[src/core/adcr_pkg.sv]
/*
 * Package for the converter control and result block: register offsets,
 * field positions, reset values, timing counts and bus carrier types.
 * Assumes an APB master with 32-bit data, one register per aligned word.
 */
// Functional notes
// [RL1] Result high byte bits 7..2 read zero
// [RL2] Result bits 9..8 in high byte bits 1..0
// [RL3] Result bits 7..0 in low byte register
// [RL4] Software waits acquisition time before start
// [RL5] Ten-bit unsigned result, 1024 codes
// [RL6] Control zero: channel 6..2, start 1, on 0
// [RL7] Done flag and enable at bit 6
// [RL8] Control one: clock select bits 6..4
// [RL9] Start bit set by write, cleared at done
// [RL10] Converter off when on bit is zero
// [RL11] Load result, then set sticky done flag
package adcr_pkg;
    // Register byte offsets
    localparam logic [7:0] OFF_CTRL0  = 8'h00;
    localparam logic [7:0] OFF_CTRL1  = 8'h04;
    localparam logic [7:0] OFF_RESH   = 8'h08;
    localparam logic [7:0] OFF_RESL   = 8'h0C;
    localparam logic [7:0] OFF_FLAGS2 = 8'h10;
    localparam logic [7:0] OFF_ENAB2  = 8'h14;
    // Field positions
    localparam int CH_LSB    = 2;
    localparam int CH_MSB    = 6;
    localparam int START_BIT = 1;
    localparam int ON_BIT    = 0;
    localparam int CKS_LSB   = 4;
    localparam int CKS_MSB   = 6;
    localparam int REF_BIT   = 0;
    localparam int DONE_BIT  = 6;
    // Result width and reset values
    localparam int RES_W = 10;
    localparam logic [7:0] CTRL_RST = 8'h00;
    // Clock selector codes
    localparam logic [2:0] CKS_DIV8  = 3'h1;
    localparam logic [2:0] CKS_DIV32 = 3'h2;
    localparam logic [2:0] CKS_DIV16 = 3'h5;
    localparam logic [2:0] CKS_DIV64 = 3'h6;
    // Divider ratios and internal-oscillator ratio for x11 codes
    localparam logic [6:0] DIV_8  = 7'h08;
    localparam logic [6:0] DIV_16 = 7'h10;
    localparam logic [6:0] DIV_32 = 7'h20;
    localparam logic [6:0] DIV_64 = 7'h40;
    localparam logic [6:0] DIV_RC = 7'h10;
    // Conversion takes one tick per bit plus one for the sample
    localparam logic [3:0] CONV_TICKS = 4'hB;

    // APB request carrier
    typedef struct packed {
        logic        sel;
        logic        en;
        logic        write;
        logic [7:0]  addr;
        logic [31:0] wdata;
    } adcr_apb_req_t;
endpackage

[src/core/adcr_tick_div.sv]
/*
 * Programmable divider: one-cycle tick every ratio pclk cycles.
 * Assumes ratio is stable while run is high.
 */
`timescale 1ns/1ps
module adcr_tick_div (
    input  wire logic       pclk,
    input  wire logic       presetn,
    input  wire logic       run,
    input  wire logic [6:0] ratio,
    output logic            tick
);
    logic [6:0] cnt_r;   // Cycle counter
    logic [6:0] cnt_nxt; // Next count

    // Count up to ratio-1 then wrap with a tick
    always_comb begin
        tick    = 1'b0;
        cnt_nxt = cnt_r;
        if (!run) begin
            cnt_nxt = 7'h00;
        end else if (cnt_r == ratio - 7'h01) begin
            cnt_nxt = 7'h00;
            tick    = 1'b1;
        end else begin
            cnt_nxt = cnt_r + 7'h01;
        end
    end

    // Counter register
    always_ff @(posedge pclk or negedge presetn) begin
        if (!presetn) begin
            cnt_r <= 7'h00;
        end else begin
            cnt_r <= cnt_nxt;
        end
    end
endmodule

[src/core/adcr_top.sv]
/*
 * Converter control and result block with APB register slave.
 * Assumes the analog side resolves a sample into sample_code, valid when
 * the conversion finishes; one pclk domain, zero-wait APB answers.
 * Result registers reset to zero so that reads are never unknown,
 * although their contents only mean something after a conversion.
 * Software must let the input settle after a channel change.
 */
`timescale 1ns/1ps
module adcr_top (
    input  wire logic        pclk,
    input  wire logic        presetn,
    input  wire logic        psel,
    input  wire logic        penable,
    input  wire logic        pwrite,
    input  wire logic [7:0]  paddr,
    input  wire logic [31:0] pwdata,
    output logic [31:0]      prdata,
    output logic             pready,
    output logic             pslverr,
    input  wire logic [9:0]  sample_code,
    output logic [4:0]       channel_selector,
    output logic             converter_on,
    output logic             reference_select,
    output logic             sample_hold,
    output logic             conversion_done_flag,
    output logic             conversion_done_enable
);
    // Sequencer states: waiting for a start, or converting
    typedef enum logic [1:0] {ST_IDLE, ST_CONV} adcr_state_t;

    adcr_pkg::adcr_apb_req_t req;   // Bundled bus request
    adcr_state_t state_r, state_nxt; // Conversion sequencer
    logic [4:0] chan_r, chan_nxt;    // Channel selector
    logic       on_r, on_nxt;        // Converter enable
    logic       go_r, go_nxt;        // Start/status bit
    logic [2:0] cks_r, cks_nxt;      // Conversion clock select
    logic       ref_r, ref_nxt;      // Reference select
    logic [9:0] res_r, res_nxt;      // Conversion result
    logic       flag_r, flag_nxt;    // Sticky done flag
    logic       ie_r, ie_nxt;        // Done enable
    logic [3:0] tcnt_r, tcnt_nxt;    // Conversion tick count
    logic [6:0] ratio;               // Divider ratio
    logic       tick;                // Conversion clock enable
    logic       wr_acc;              // Write access edge
    logic       finish;              // Last conversion tick

    // Bundle the bus pins into the package carrier
    assign req = '{sel: psel, en: penable, write: pwrite,
                   addr: paddr, wdata: pwdata};
    // A write takes effect in the access phase only
    assign wr_acc  = req.sel && req.en && req.write;
    assign pready  = 1'b1;           // Zero wait states
    assign pslverr = 1'b0;           // Unmapped reads give zero

    // Clock selector picks the conversion tick ratio
    // Reserved codes fall back to the internal-oscillator ratio, so a
    // bad setting still converts, only at another rate
    always_comb begin
        case (cks_r)
            adcr_pkg::CKS_DIV8:  ratio = adcr_pkg::DIV_8;
            adcr_pkg::CKS_DIV16: ratio = adcr_pkg::DIV_16;
            adcr_pkg::CKS_DIV32: ratio = adcr_pkg::DIV_32;
            adcr_pkg::CKS_DIV64: ratio = adcr_pkg::DIV_64;
            default:             ratio = adcr_pkg::DIV_RC; // Reserved too
        endcase
    end

    // Divider runs only while converting, so the first tick always
    // comes a full period after the start, whatever ran before
    adcr_tick_div u_div (
        .pclk    (pclk),
        .presetn (presetn),
        .run     (state_r == ST_CONV),
        .ratio   (ratio),
        .tick    (tick)
    );

    // Last tick of a conversion; the count runs 0 to CONV_TICKS-1
    assign finish = tick && (tcnt_r == adcr_pkg::CONV_TICKS - 4'h1);

    // Next values of registers and sequencer
    always_comb begin
        // Hold every register unless a branch below changes it
        state_nxt = state_r;
        chan_nxt  = chan_r;
        on_nxt    = on_r;
        go_nxt    = go_r;
        cks_nxt   = cks_r;
        ref_nxt   = ref_r;
        res_nxt   = res_r;
        flag_nxt  = flag_r;
        ie_nxt    = ie_r;
        tcnt_nxt  = tcnt_r;
        // Register writes first, so the sequencer below can override
        // them: a hardware set of the flag must beat a software clear
        if (wr_acc) begin
            case (req.addr)
                adcr_pkg::OFF_CTRL0: begin
                    // Control zero fields; see [RL6]
                    chan_nxt = req.wdata[adcr_pkg::CH_MSB:adcr_pkg::CH_LSB];
                    on_nxt   = req.wdata[adcr_pkg::ON_BIT];
                    // Software may set start, never clear it; see [RL9]
                    if (req.wdata[adcr_pkg::START_BIT]) begin
                        go_nxt = 1'b1;
                    end
                end
                adcr_pkg::OFF_CTRL1: begin
                    // Control one fields; see [RL8]
                    cks_nxt = req.wdata[adcr_pkg::CKS_MSB:adcr_pkg::CKS_LSB];
                    ref_nxt = req.wdata[adcr_pkg::REF_BIT];
                end
                adcr_pkg::OFF_FLAGS2: begin
                    // Software clears the flag by writing zero
                    flag_nxt = req.wdata[adcr_pkg::DONE_BIT];
                end
                adcr_pkg::OFF_ENAB2: begin
                    ie_nxt = req.wdata[adcr_pkg::DONE_BIT]; // see [RL7]
                end
                default: begin
                    // Result and unmapped offsets ignore writes
                end
            endcase
        end
        // Conversion sequencer
        case (state_r)
            ST_IDLE: begin
                tcnt_nxt = 4'h0;
                // Start only when the converter is on; see [RL10]
                if (go_r && on_r) begin
                    state_nxt = ST_CONV;
                end else if (!on_nxt) begin
                    // Checking the value being written, not the stored
                    // one, lets a single write switch on and start
                    go_nxt = 1'b0;
                end
            end
            ST_CONV: begin
                if (!on_r) begin
                    // Switching off aborts with no result; see [RL10]
                    state_nxt = ST_IDLE;
                    go_nxt    = 1'b0;
                end else if (finish) begin
                    // Load ten-bit code then flag it; see [RL5] [RL11]
                    res_nxt   = sample_code;
                    flag_nxt  = 1'b1;   // Set beats clear; see [RL11]
                    go_nxt    = 1'b0;   // see [RL9]
                    state_nxt = ST_IDLE;
                end else if (tick) begin
                    // Count ticks up to the last one
                    tcnt_nxt = tcnt_r + 4'h1;
                end
            end
            // Unused codes fall back to idle
            default: state_nxt = ST_IDLE;
        endcase
    end

    // State registers; result is cleared only for determinism
    // Reset branch loads constants only, so the reset path never
    // depends on other flops
    always_ff @(posedge pclk or negedge presetn) begin
        if (!presetn) begin
            state_r <= ST_IDLE;
            chan_r  <= 5'h00;
            on_r    <= 1'b0;
            go_r    <= 1'b0;
            cks_r   <= 3'h0;
            ref_r   <= 1'b0;
            res_r   <= 10'h000;
            flag_r  <= 1'b0;
            ie_r    <= 1'b0;
            tcnt_r  <= 4'h0;
        end else begin
            state_r <= state_nxt;
            chan_r  <= chan_nxt;
            on_r    <= on_nxt;
            go_r    <= go_nxt;
            cks_r   <= cks_nxt;
            ref_r   <= ref_nxt;
            res_r   <= res_nxt;
            flag_r  <= flag_nxt;
            ie_r    <= ie_nxt;
            tcnt_r  <= tcnt_nxt;
        end
    end

    // Read mux: unused bits read zero
    // Decoded on psel and pwrite, not penable, so data already stand in the setup
    // phase and stay unchanged through the access phase
    always_comb begin
        prdata = 32'h0000_0000;
        if (req.sel && !req.write) begin
            case (req.addr)
                adcr_pkg::OFF_CTRL0: begin
                    // Bit 7 stays zero; see [RL6]
                    prdata[adcr_pkg::CH_MSB:adcr_pkg::CH_LSB] = chan_r;
                    prdata[adcr_pkg::START_BIT] = go_r;
                    prdata[adcr_pkg::ON_BIT]    = on_r;
                end
                adcr_pkg::OFF_CTRL1: begin
                    // Bits 7 and 3..1 stay zero; see [RL8]
                    prdata[adcr_pkg::CKS_MSB:adcr_pkg::CKS_LSB] = cks_r;
                    prdata[adcr_pkg::REF_BIT] = ref_r;
                end
                // Upper six bits stay zero; see [RL1] [RL2]
                adcr_pkg::OFF_RESH: prdata[1:0] = res_r[9:8];
                adcr_pkg::OFF_RESL: prdata[7:0] = res_r[7:0]; // see [RL3]
                // Flag and enable both sit at bit 6; see [RL7]
                adcr_pkg::OFF_FLAGS2: prdata[adcr_pkg::DONE_BIT] = flag_r;
                adcr_pkg::OFF_ENAB2:  prdata[adcr_pkg::DONE_BIT] = ie_r;
                default: prdata = 32'h0000_0000;
            endcase
        end
    end

    // Pins follow the registers directly, with no extra delay
    assign channel_selector       = chan_r;
    assign converter_on           = on_r;
    assign reference_select       = ref_r;
    assign sample_hold            = (state_r == ST_CONV);
    assign conversion_done_flag   = flag_r;
    assign conversion_done_enable = ie_r;
endmodule

[config.mk]
export PLATFORM = sky130hd
export DESIGN_NAME = adcr_top
export DESIGN_NICKNAME = d
export VERILOG_FILES = /design/src/core/adcr_pkg.sv /design/src/core/adcr_tick_div.sv /design/src/core/adcr_top.sv
export SDC_FILE = /design/constraint.sdc
export NUM_CORES = 1
export LEC_CHECK = 0
export ABC_AREA = 1
export BUFFER_PORTS_ARGS = -buffer_cell sky130_fd_sc_hd__clkbuf_2
export CAP_MARGIN = 20
export CELL_PAD_IN_SITES_DETAIL_PLACEMENT = 2
export CELL_PAD_IN_SITES_GLOBAL_PLACEMENT = 2
export CORE_UTILIZATION = 22
export DETAILED_ROUTE_END_ITERATION = 8
export HOLD_SLACK_MARGIN = 0.08
export PLACE_DENSITY = 0.86
export SYNTH_ARGS = -nofsm -noshare
export SYNTH_HDL_FRONTEND = slang
export SYNTH_SLANG_ARGS = --single-unit
[constraint.sdc]
create_clock -name pclk -period 1.6 [get_ports pclk]
set_clock_uncertainty 0.15 [all_clocks]
set_input_delay 0.16 -clock pclk [delete_from_list [all_inputs] [get_ports pclk]]
set_output_delay 0.16 -clock pclk [all_outputs]
set_load 0.01 [all_outputs]
==> results of run 1 <==
[cells in the mapped netlist]
cell | number | area share
nand4_1 | 6 | 0.017
nand3_2 | 2 | 0.0092
nand3_4 | 1 | 0.0081
xor2_1 | 3 | 0.012
nor3_1 | 2 | 0.0046
inv_1 | 23 | 0.040
conb_1 | 2 | 0.0035
nand2_1 | 76 | 0.13
o21ai_2 | 1 | 0.0040
o21ai_0 | 11 | 0.025
o211ai_1 | 1 | 0.0035
dfrtp_1 | 35 | 0.40
and3_1 | 1 | 0.0029
nand2_4 | 1 | 0.0052
buf_4 | 27 | 0.094
nor3_2 | 2 | 0.0092
ha_1 | 3 | 0.017
nor2_4 | 3 | 0.016
inv_2 | 5 | 0.0087
xnor2_1 | 1 | 0.0040
a31oi_1 | 1 | 0.0029
nand3_1 | 33 | 0.076
or2_2 | 2 | 0.0058
mux2_1 | 2 | 0.010
nand2_2 | 5 | 0.014
o2111ai_1 | 2 | 0.0081
nor2_1 | 21 | 0.036
buf_6 | 1 | 0.0052
buf_2 | 2 | 0.0046
a21oi_1 | 3 | 0.0069
clkbuf_1 | 1 | 0.0017
nor3b_1 | 2 | 0.0069
[area by class of cell]
| type | count | area share |
|---|---|---|
| timing repair buffer | 106 | 0.2428 |
| clock inverter | 2 | 0.01010 |
| multi-input combinational | 211 | 0.3878 |
| tap | 129 | 0.04654 |
| clock buffer | 6 | 0.02381 |
| inverter | 28 | 0.03607 |
| sequential | 35 | 0.2529 |
[final timing paths]
check	endpoint	slack, ns	cells after the start
max in group asynchronous	cks_r[1]$_DFFE_PN0P_	0.61	3
min in group asynchronous	res_r[1]$_DFFE_PN0P_	0.30	3
worst min-delay path	go_r$_DFF_PN0_	0.1	5
worst max-delay path	prdata[4]	-0.19	10
worst max register to register	res_r[7]$_DFFE_PN0P_	-0.14	10
worst min register to register	res_r[2]$_DFFE_PN0P_	0.36	2
[sequential cells by signal (all words and copies together) (netlist names)]
name / cells
cks_r: 3
state_r: 1
converter_on: 1
u_div.cnt_r: 7
reference_select: 1
conversion_done_flag: 1
channel_selector: 5
tcnt_r: 4
res_r: 10
conversion_done_enable: 1
go_r: 1
[stage by stage]
| step | std cells | utilization | setup TNS [ns] |
|---|---|---|---|
| finish | 517 | 0.3701 | -1.956 |
| global route | 517 | 0.3701 | -5.125 |
| CTS | 505 | 0.3271 | -1.019 |
| detailed placement | 472 | 0.2766 | -3.063 |
| global placement | 472 | 0.2766 | -0.5296 |
| floorplan | 305 | - | 0 |
[logic make-up after synthesis]
| kind of cell | after synthesis | synth area share |
|---|---|---|
| compound gates | 19 | 0.05084 |
| other cells | 2 | 0.003467 |
| mux | 2 | 0.01040 |
| buf+inv | 59 | 0.1537 |
| simple gates | 157 | 0.3437 |
| fa+ha+maj | 3 | 0.01733 |
| xor+xnor | 4 | 0.01618 |
| flops | 35 | 0.4044 |
[critical path, cell delays in order]
cell and delay (ns):
buf_6 0.10, nor2_4 0.16, inv_4 0.07, nor3_4 0.20, buf_6 0.18, nand3_2 0.12, o211ai_1 0.15, nand2_1 0.13
inv_1 0.07, clkbuf_2 0.12
[power groups by stage]
| stage | clock network [mW] | registers, mW | logic, mW |
|---|---|---|---|
| 2_1_floorplan | 0 | 0.912 | 0.110 |
| 5_1_grt | 0.930 | 0.895 | 0.259 |
| 6_report | 0.876 | 0.894 | 0.240 |
| 3_5_place_dp | 0 | 0.911 | 0.156 |
| 3_3_place_gp | 0 | 0.911 | 0.148 |
| 4_1_cts | 0.877 | 0.894 | 0.196 |
[layer usage]
layer	wire length (um)	track usage	vias up
li1	-	-	1061
met1	3901	0.1953	1175
met2	5252	0.3208	65
met3	258	0.03244	18
met4	278	0.06466	0
met5	0	0	-
[timing repair]
item	in CTS	in global routing
hold endpoints to repair	57	0
gates resized for setup	34	71
buffers inserted	8	11
pin swaps	14	32
cloned	0	2
endpoints found under the setup margin	28	29
hold buffers	17	0
==> out/results.tsv, run 1 <==
metric	value	unit
yosysUniqueCellTypes	32	
period_needed	1.791	ns
clk_pin_slew	0.09	ns
drt_iter0_drc	64	
worst_setup_path_end_kind	output pin	
finalSetupViolCount	25	
setup_ws	-0.1914	ns
cts_sinks	35	
power.share.combinational	0.119	
hold_violations	0	
num_antenna_cells	0	
final_nets	445	
die_h	101.2	um
die_area	0.01025	mm2
multi_input_area	0.001345	mm2
critPathMaxFanout	8	
fmax	558.2	MHz
io_pins	99	
hold_start	pwdata[1]	
yosysSeqAreaShare	0.4044	
total_power	2.010	mW
ir_drop	296.4	uV
regArea	877.1	um2
p_int	1.491	mW
clock-root-buffer	clkbuf_8	
post-dp-hpwl	5.482	mm
status	finished, violations left	
synth_area_per_cell	7.708	um2
critPathLaunchType	input port	
h-tree-depth	2	
synthesis.area	0.002166	mm2
crit_start	paddr[1]	
wl_per_cell	18.74	um
ys_ff_latch	35	
clock_latency	0.30	ns
setup.worst_path.class	input port to output pin	
drc	0	
cellPowerDensity	579.5	mW/mm2
synthToLayoutAreaGrowth	60.14	%
finalCritPeriodShare	1.120	
track_usage	0.1727	
timing.hold.ws	0.09877	ns
via_count	2319	
fin_area	0.003468	mm2
drt_pass1_iterations	4	
port_buffers	47	
leakage	1.762	nW
gr-total-overflow	0	
final_max_slew_viol_count	0	
rows	35	
wl	9.690	mm
grt_pass1_wl	13.20	mm
grt_pass1_vias	2489	
layout_common_cells	nand2_1, clkbuf_2, dfrtp_1	
swShare	0.2579	
max-clock-path-buffers	2	
layout-drive-gt1-share	0.4381	
gp_congestion	0.7703	
cts_tree	yes	
fp.dieW	101.2	um
hold_path.class	input port to flop	
mostFrequentLayoutCell	nand2_1	
grt_max_degree	36	
rsz0062_at_grt	true	
clkPwrFrac	0.436	
numCtsBuffers	5	
p_sw	0.5183	mW
ant_nets	0	
start_util	0.2311	
synthCells	281	
cp.required	1.29	ns
r2r_start	u_div.cnt_r[0]$_DFF_PN0_	
vias_per_cell	4.485	
antenna_found_initial	0	
arrival	1.48	ns
core_area	0.009371	mm2
fillCellCount	1083	
dpl_worst_slack	-0.1984	ns
violations	setup timing	
p_seq_frac	0.445	
max_cap_violations	0	
yosysWarnings	0	
postPlaceCellArea	0.002592	mm2
No activity file was read; power rests on OpenSTA's default activity.
==> inputs of run 2 (changes only) <==
--- a/config.mk
+++ b/config.mk
@@ -14,6 +14,7 @@
 export DETAILED_ROUTE_END_ITERATION = 8
 export HOLD_SLACK_MARGIN = 0.08
 export PLACE_DENSITY = 0.86
+export SETUP_SLACK_MARGIN = 0.4
 export SYNTH_ARGS = -nofsm -noshare
 export SYNTH_HDL_FRONTEND = slang
 export SYNTH_SLANG_ARGS = --single-unit
==> out/results.tsv, run 2 (synthesis results as in run 1) <==
metric	value	unit	change
layout_common_cells	nand2_1, clkbuf_2, dfrtp_1		
grt_max_degree	24		-33%
die_h	101.2	um	unchanged
total_power	2.022	mW	+0.60%
max-clock-path-buffers	2		unchanged
port_buffers	47		unchanged
maxUsedRoutingLayer	met4		
wl	10.38	mm	+7.2%
arrival	1.84	ns	+0.36 ns
routed-wl-met3	247	um	-4.3%
timing.hold.ws	-0.2562	ns	-0.3549 ns
mostFrequentLayoutCell	nand2_1		
track_usage	0.1828		+0.01006
via_count	2335		+0.69%
regMostFlops	res_r		
cts_tree	yes		
die_area	0.01025	mm2	unchanged
cts_sinks	35		unchanged
violations	hold timing, setup timing		
critical_path.cell_chain	ha_2 > nand2_2 > nor2_1 > nand2_1 > nor2_4 > nand3_4 > buf_6 > nand3_1 > nor2_1		
fin_area	0.003617	mm2	+4.3%
status	finished, violations left		
worst_setup_path_end_kind	flop		
ant_nets	0		unchanged
cellPowerDensity	558.9	mW/mm2	-3.5%
crit_top_cell	nor2_1		
setup_ws	-0.2102	ns	-0.01876 ns
cp.required	1.63	ns	+0.34 ns
grt_pass1_vias	2616		+5.1%
holdBufCountCts	16		-1
final_nets	450		+1.1%
critPathLaunchType	flop		
leakage	1.769	nW	+0.43%
antenna_found_initial	0		unchanged
drt_iter0_drc	52		-19%
drt_pass1_iterations	4		unchanged
maxSlewHeadroom	0.5372		
dpl_worst_slack	-0.1187	ns	+0.07967 ns
wl_per_cell	19.89	um	+6.1%
worst_pin_slew	0.6943	ns	
fin_util	0.3860		+0.01589
dpl.cell_count	473		+0.21%
setup.worst_path.class	flop to flop		
layout-drive-gt1-share	0.5038		+0.06567
critPathMaxFanout	7		-1
period_needed	1.810	ns	+0.01876 ns
rsz0062_at_grt	true		
wl_met2	5.746	mm	+9.4%
synthToLayoutAreaGrowth	67.01	%	
largest_register_ffs	10		unchanged
finalCritPeriodShare	1.131		+0.01172
gr-total-overflow	0		unchanged
post-dp-hpwl	5.594	mm	+2.0%
rr_worst_depth	9		-1
num_antenna_cells	0		unchanged
slowest_stage	dfrtp_1		
postPlaceCellArea	0.002664	mm2	+2.8%
drc	0		unchanged
r2r_end	go_r$_DFF_PN0_		
hold_path.class	input port to async pin		
vias_per_cell	4.473		-0.27%
grt_pass1_wl	14.04	mm	+6.4%
fmax	552.4	MHz	-1.0%
fin_cells	522		+0.97%
gp_congestion	0.7582		-1.6%
fp.dieW	101.2	um	unchanged
h-tree-depth	2		unchanged
io_pins	99		unchanged
final_max_slew_viol_count	0		unchanged
numCtsBuffers	5		unchanged
core_area	0.009371	mm2	unchanged
ir_drop	336.7	uV	+14%
max_cap_violations	0		unchanged
r2r_setup_slack	-0.21	ns	-0.07 ns
r2r_start	u_div.cnt_r[1]$_DFF_PN0_		
clk_pin_slew	0.09	ns	about the same
critical_path.max_stage_delay	0.38	ns	+0.18 ns
rows	35		unchanged
start_util	0.2311		unchanged
met1Wirelength	4.110	mm	+5.4%
clock-root-buffer	clkbuf_8		
finalSetupViolCount	29		+16%
fin_setup_tns	-3.499	ns	-1.543 ns
clock_latency	0.30	ns	about the same
hold_violations	21		+21
==> run 2: final cells by class <==
class                   count  area [um2]
clock buffers               6       82.58
multi-input cells         211        1426
clock inverters             2       35.03
inverters                  28       120.1
flip-flops and latches     35       880.8
repair buffers            111       910.9
well taps                 129       161.4
fillers                  1055        5754
==> run 2: timing repair <==
item                                   CTS  global route
setup buffers                           14            10
pin swaps                               11            19
gates resized for setup                 44            79
endpoints found under the hold margin   43            21
gates cloned                             1             0
setup endpoints to repair               38            45
==> run 2: how the worst max path moves through the flow <==
stage                              from  cells past startpoint                  endpoint  slack, ns
2_1_floorplan  u_div.cnt_r[0]$_DFF_PN0_                     11      res_r[0]$_DFFE_PN0P_       0.03
3_3_place_gp   u_div.cnt_r[1]$_DFF_PN0_                     10      res_r[2]$_DFFE_PN0P_      -0.04
3_5_place_dp       cks_r[0]$_DFFE_PN0P_                     10  u_div.cnt_r[4]$_DFF_PN0_      -0.12
4_1_cts        u_div.cnt_r[0]$_DFF_PN0_                     10      res_r[7]$_DFFE_PN0P_      -0.08
5_1_grt        u_div.cnt_r[1]$_DFF_PN0_                     10      res_r[7]$_DFFE_PN0P_      -0.29
6_report       u_div.cnt_r[1]$_DFF_PN0_                      9            go_r$_DFF_PN0_      -0.21
==> run 2: worst max-delay path: cells and delay by family, from the launching register on <==
family	cells	cell delay (ns)
flip-flops	1	0.38
buffers and inverters	1	0.17
adder cells (fa/ha/maj)	1	0.22
AND/OR/NAND/NOR	7	0.78
==> run 2: power breakdown <==
part           total (mW)  leakage, nW  internal, mW  switching [mW]
clock               0.872       0.0612         0.505           0.367
sequential          0.895        0.425         0.889         0.00674
combinational       0.255         1.28         0.101           0.153
total                2.02         1.77          1.49           0.527
==> run 2: routing by layer <==
layer  vias up  global-route usage
li1       1076                   -
met1      1179              0.2032
met2        62              0.3616
met3        18             0.02208
met4         0             0.05017
met5         -                   0
==> inputs of run 3 (changes only) <==
--- a/config.mk
+++ b/config.mk
@@ -10,6 +10,7 @@
 export CAP_MARGIN = 20
 export CELL_PAD_IN_SITES_DETAIL_PLACEMENT = 2
 export CELL_PAD_IN_SITES_GLOBAL_PLACEMENT = 2
+export CORE_MARGIN = 2
 export CORE_UTILIZATION = 22
 export DETAILED_ROUTE_END_ITERATION = 8
 export HOLD_SLACK_MARGIN = 0.08
==> out/results.tsv, run 3 (synthesis results as in run 1) <==
metric	value	unit	change
rows	36		+2.9%
clk_pin_slew	0.09	ns	about the same
drt_iter0_drc	50		-3.8%
setup.worst_path.class	flop to flop		
drt_pass1_iterations	4		unchanged
crit_family	simple AND/OR/NAND/NOR gates		
grt_pass1_wl	14.45	mm	+2.9%
finalCritPeriodShare	1.074		-0.05739
io_pins	99		unchanged
timing.hold.ws	0.1789	ns	+0.4351 ns
final_nets	448		-0.44%
fp.dieW	103.2	um	+2.0%
clock-root-buffer	clkbuf_8		
dpl_worst_slack	-0.1602	ns	-0.04153 ns
rsz0062_at_grt	true		
arrival	1.76	ns	-0.08 ns
via_count	2339		+0.17%
hold_path.class	input port to flop		
cp.required	1.64	ns	about the same
die_area	0.01065	mm2	+4.0%
cts_tree	yes		
hold_violations	0		-100%
leakage	1.765	nW	-0.25%
core_area	0.009684	mm2	+3.3%
critical_path.max_stage_delay	0.42	ns	+0.04 ns
ir_drop	225.0	uV	-33%
postPlaceCellArea	0.002661	mm2	about the same
layout-drive-gt1-share	0.5410		+0.03721
layout_common_cells	nand2_1, dfrtp_1, clkbuf_2		
clock_latency	0.31	ns	about the same
slowest_stage	dfrtp_1		
largest_register_ffs	10		unchanged
fin_setup_tns	-1.655	ns	+1.844 ns
start_util	0.2236		-0.007465
fmax	582.0	MHz	+5.3%
max-clock-path-buffers	2		unchanged
setup_ws	-0.1184	ns	+0.09182 ns
die_h	103.2	um	+2.0%
status	finished, violations left		
gp_congestion	0.7989		+5.4%
vias_per_cell	4.472		about the same
critPathLaunchType	flop		
post-dp-hpwl	5.583	mm	-0.19%
wl	10.41	mm	+0.29%
worst-path-buf-inv	1		unchanged
grt_pass1_vias	2547		-2.6%
final_max_slew_viol_count	0		unchanged
violations	setup timing		
num_antenna_cells	0		unchanged
cts_sinks	35		unchanged
period_needed	1.718	ns	-0.09182 ns
max_cap_violations	0		unchanged
wl_per_cell	19.91	um	about the same
numCtsBuffers	5		unchanged
h-tree-depth	2		unchanged
drc	0		unchanged
grt_max_degree	20		-17%
ant_nets	0		unchanged
cellPowerDensity	507.8	mW/mm2	-9.2%
mostFrequentLayoutCell	nand2_1		
synthToLayoutAreaGrowth	69.73	%	
port_buffers	47		unchanged
antenna_found_initial	0		unchanged
fin_area	0.003676	mm2	+1.6%
worst_setup_path_end_kind	flop		
track_usage	0.1857		+0.002963
finalSetupViolCount	28		-3.4%
regMostFlops	res_r		
critical_path.cell_chain	nor2_2 > nand2_1 > nand2_1 > nand2_2 > nor2_4 > nand3_4 > buf_6 > nand4_1 > nand2_2		
gr-total-overflow	0		unchanged
critPathMaxFanout	7		unchanged
run 3: cell count changes in the layout (fill, tap and decap cells not counted), sizes merged:
cell         previous run  this run
dlygate4sd3            16        17
bufinv                  1         0
buf                    58        62
nand2                  82        83
clkbuf                 43        35
run 3: metrics by stage:
stage                     power, mW  instances    util
after CTS                     1.813        513  0.3394
after detailed placement      1.079        476  0.2748
final                         1.867        523  0.3796
after floorplan               1.027        305       -
after global placement        1.070        476  0.2748
after global routing          1.942        523  0.3796
run 3: cell type report:
cell class                 count  area, um2
clock buffer                   6      82.58
clock inverter                 1      5.005
timing repair buffer         108      875.8
multi-input combinational    212       1548
fill                        1056       6008
sequential                    35      880.8
inverter                      28      117.6
tap                          133      166.4
run 3: routing by layer:
metal	up-vias	wire length [um]	global-route usage
met5	-	0	0
met4	0	419	0.06883
met3	25	256	0.02554
met2	63	5639	0.3526
met1	1190	4098	0.2100
li1	1061	-	-
run 3: repair_timing:
action,in CTS,in global routing
gates cloned,2,0
gates resized for setup,73,96
hold buffers,17,0
hold endpoints to repair,57,0
buffers inserted,11,10
pin swaps,23,36
setup endpoints to repair,37,54
run 3: worst paths after layout:
check                                                  end  cells after the start                 start  slack (ns)
min reg2reg                           res_r[0]$_DFFE_PN0P_                      2  res_r[0]$_DFFE_PN0P_        0.35
max                                  tcnt_r[3]$_DFFE_PN0P_                      9  cks_r[2]$_DFFE_PN0P_       -0.12
min in group asynchronous                   go_r$_DFF_PN0_                      2               presetn        0.19
min                                         go_r$_DFF_PN0_                      5             pwdata[1]        0.18
max in group asynchronous  channel_selector[2]$_DFFE_PN0P_                      3               presetn        0.53
max reg2reg                          tcnt_r[3]$_DFFE_PN0P_                      9  cks_r[2]$_DFFE_PN0P_       -0.12
run 3: worst reg2reg max path, cell delays in order (launching register included):
cell,delay (ns)
dfrtp_1,0.42
nor2_2,0.15
nand2_1,0.08
nand2_1,0.08
nand2_2,0.07
nor2_4,0.16
nand3_4,0.12
buf_6,0.16
nand4_1,0.14
nand2_2,0.07
run 3: where the power goes:
part           internal, mW  switching, mW  total [mW]
Clock                 0.339          0.372       0.711
Sequential            0.889        0.00676       0.896
Combinational         0.104          0.156       0.260
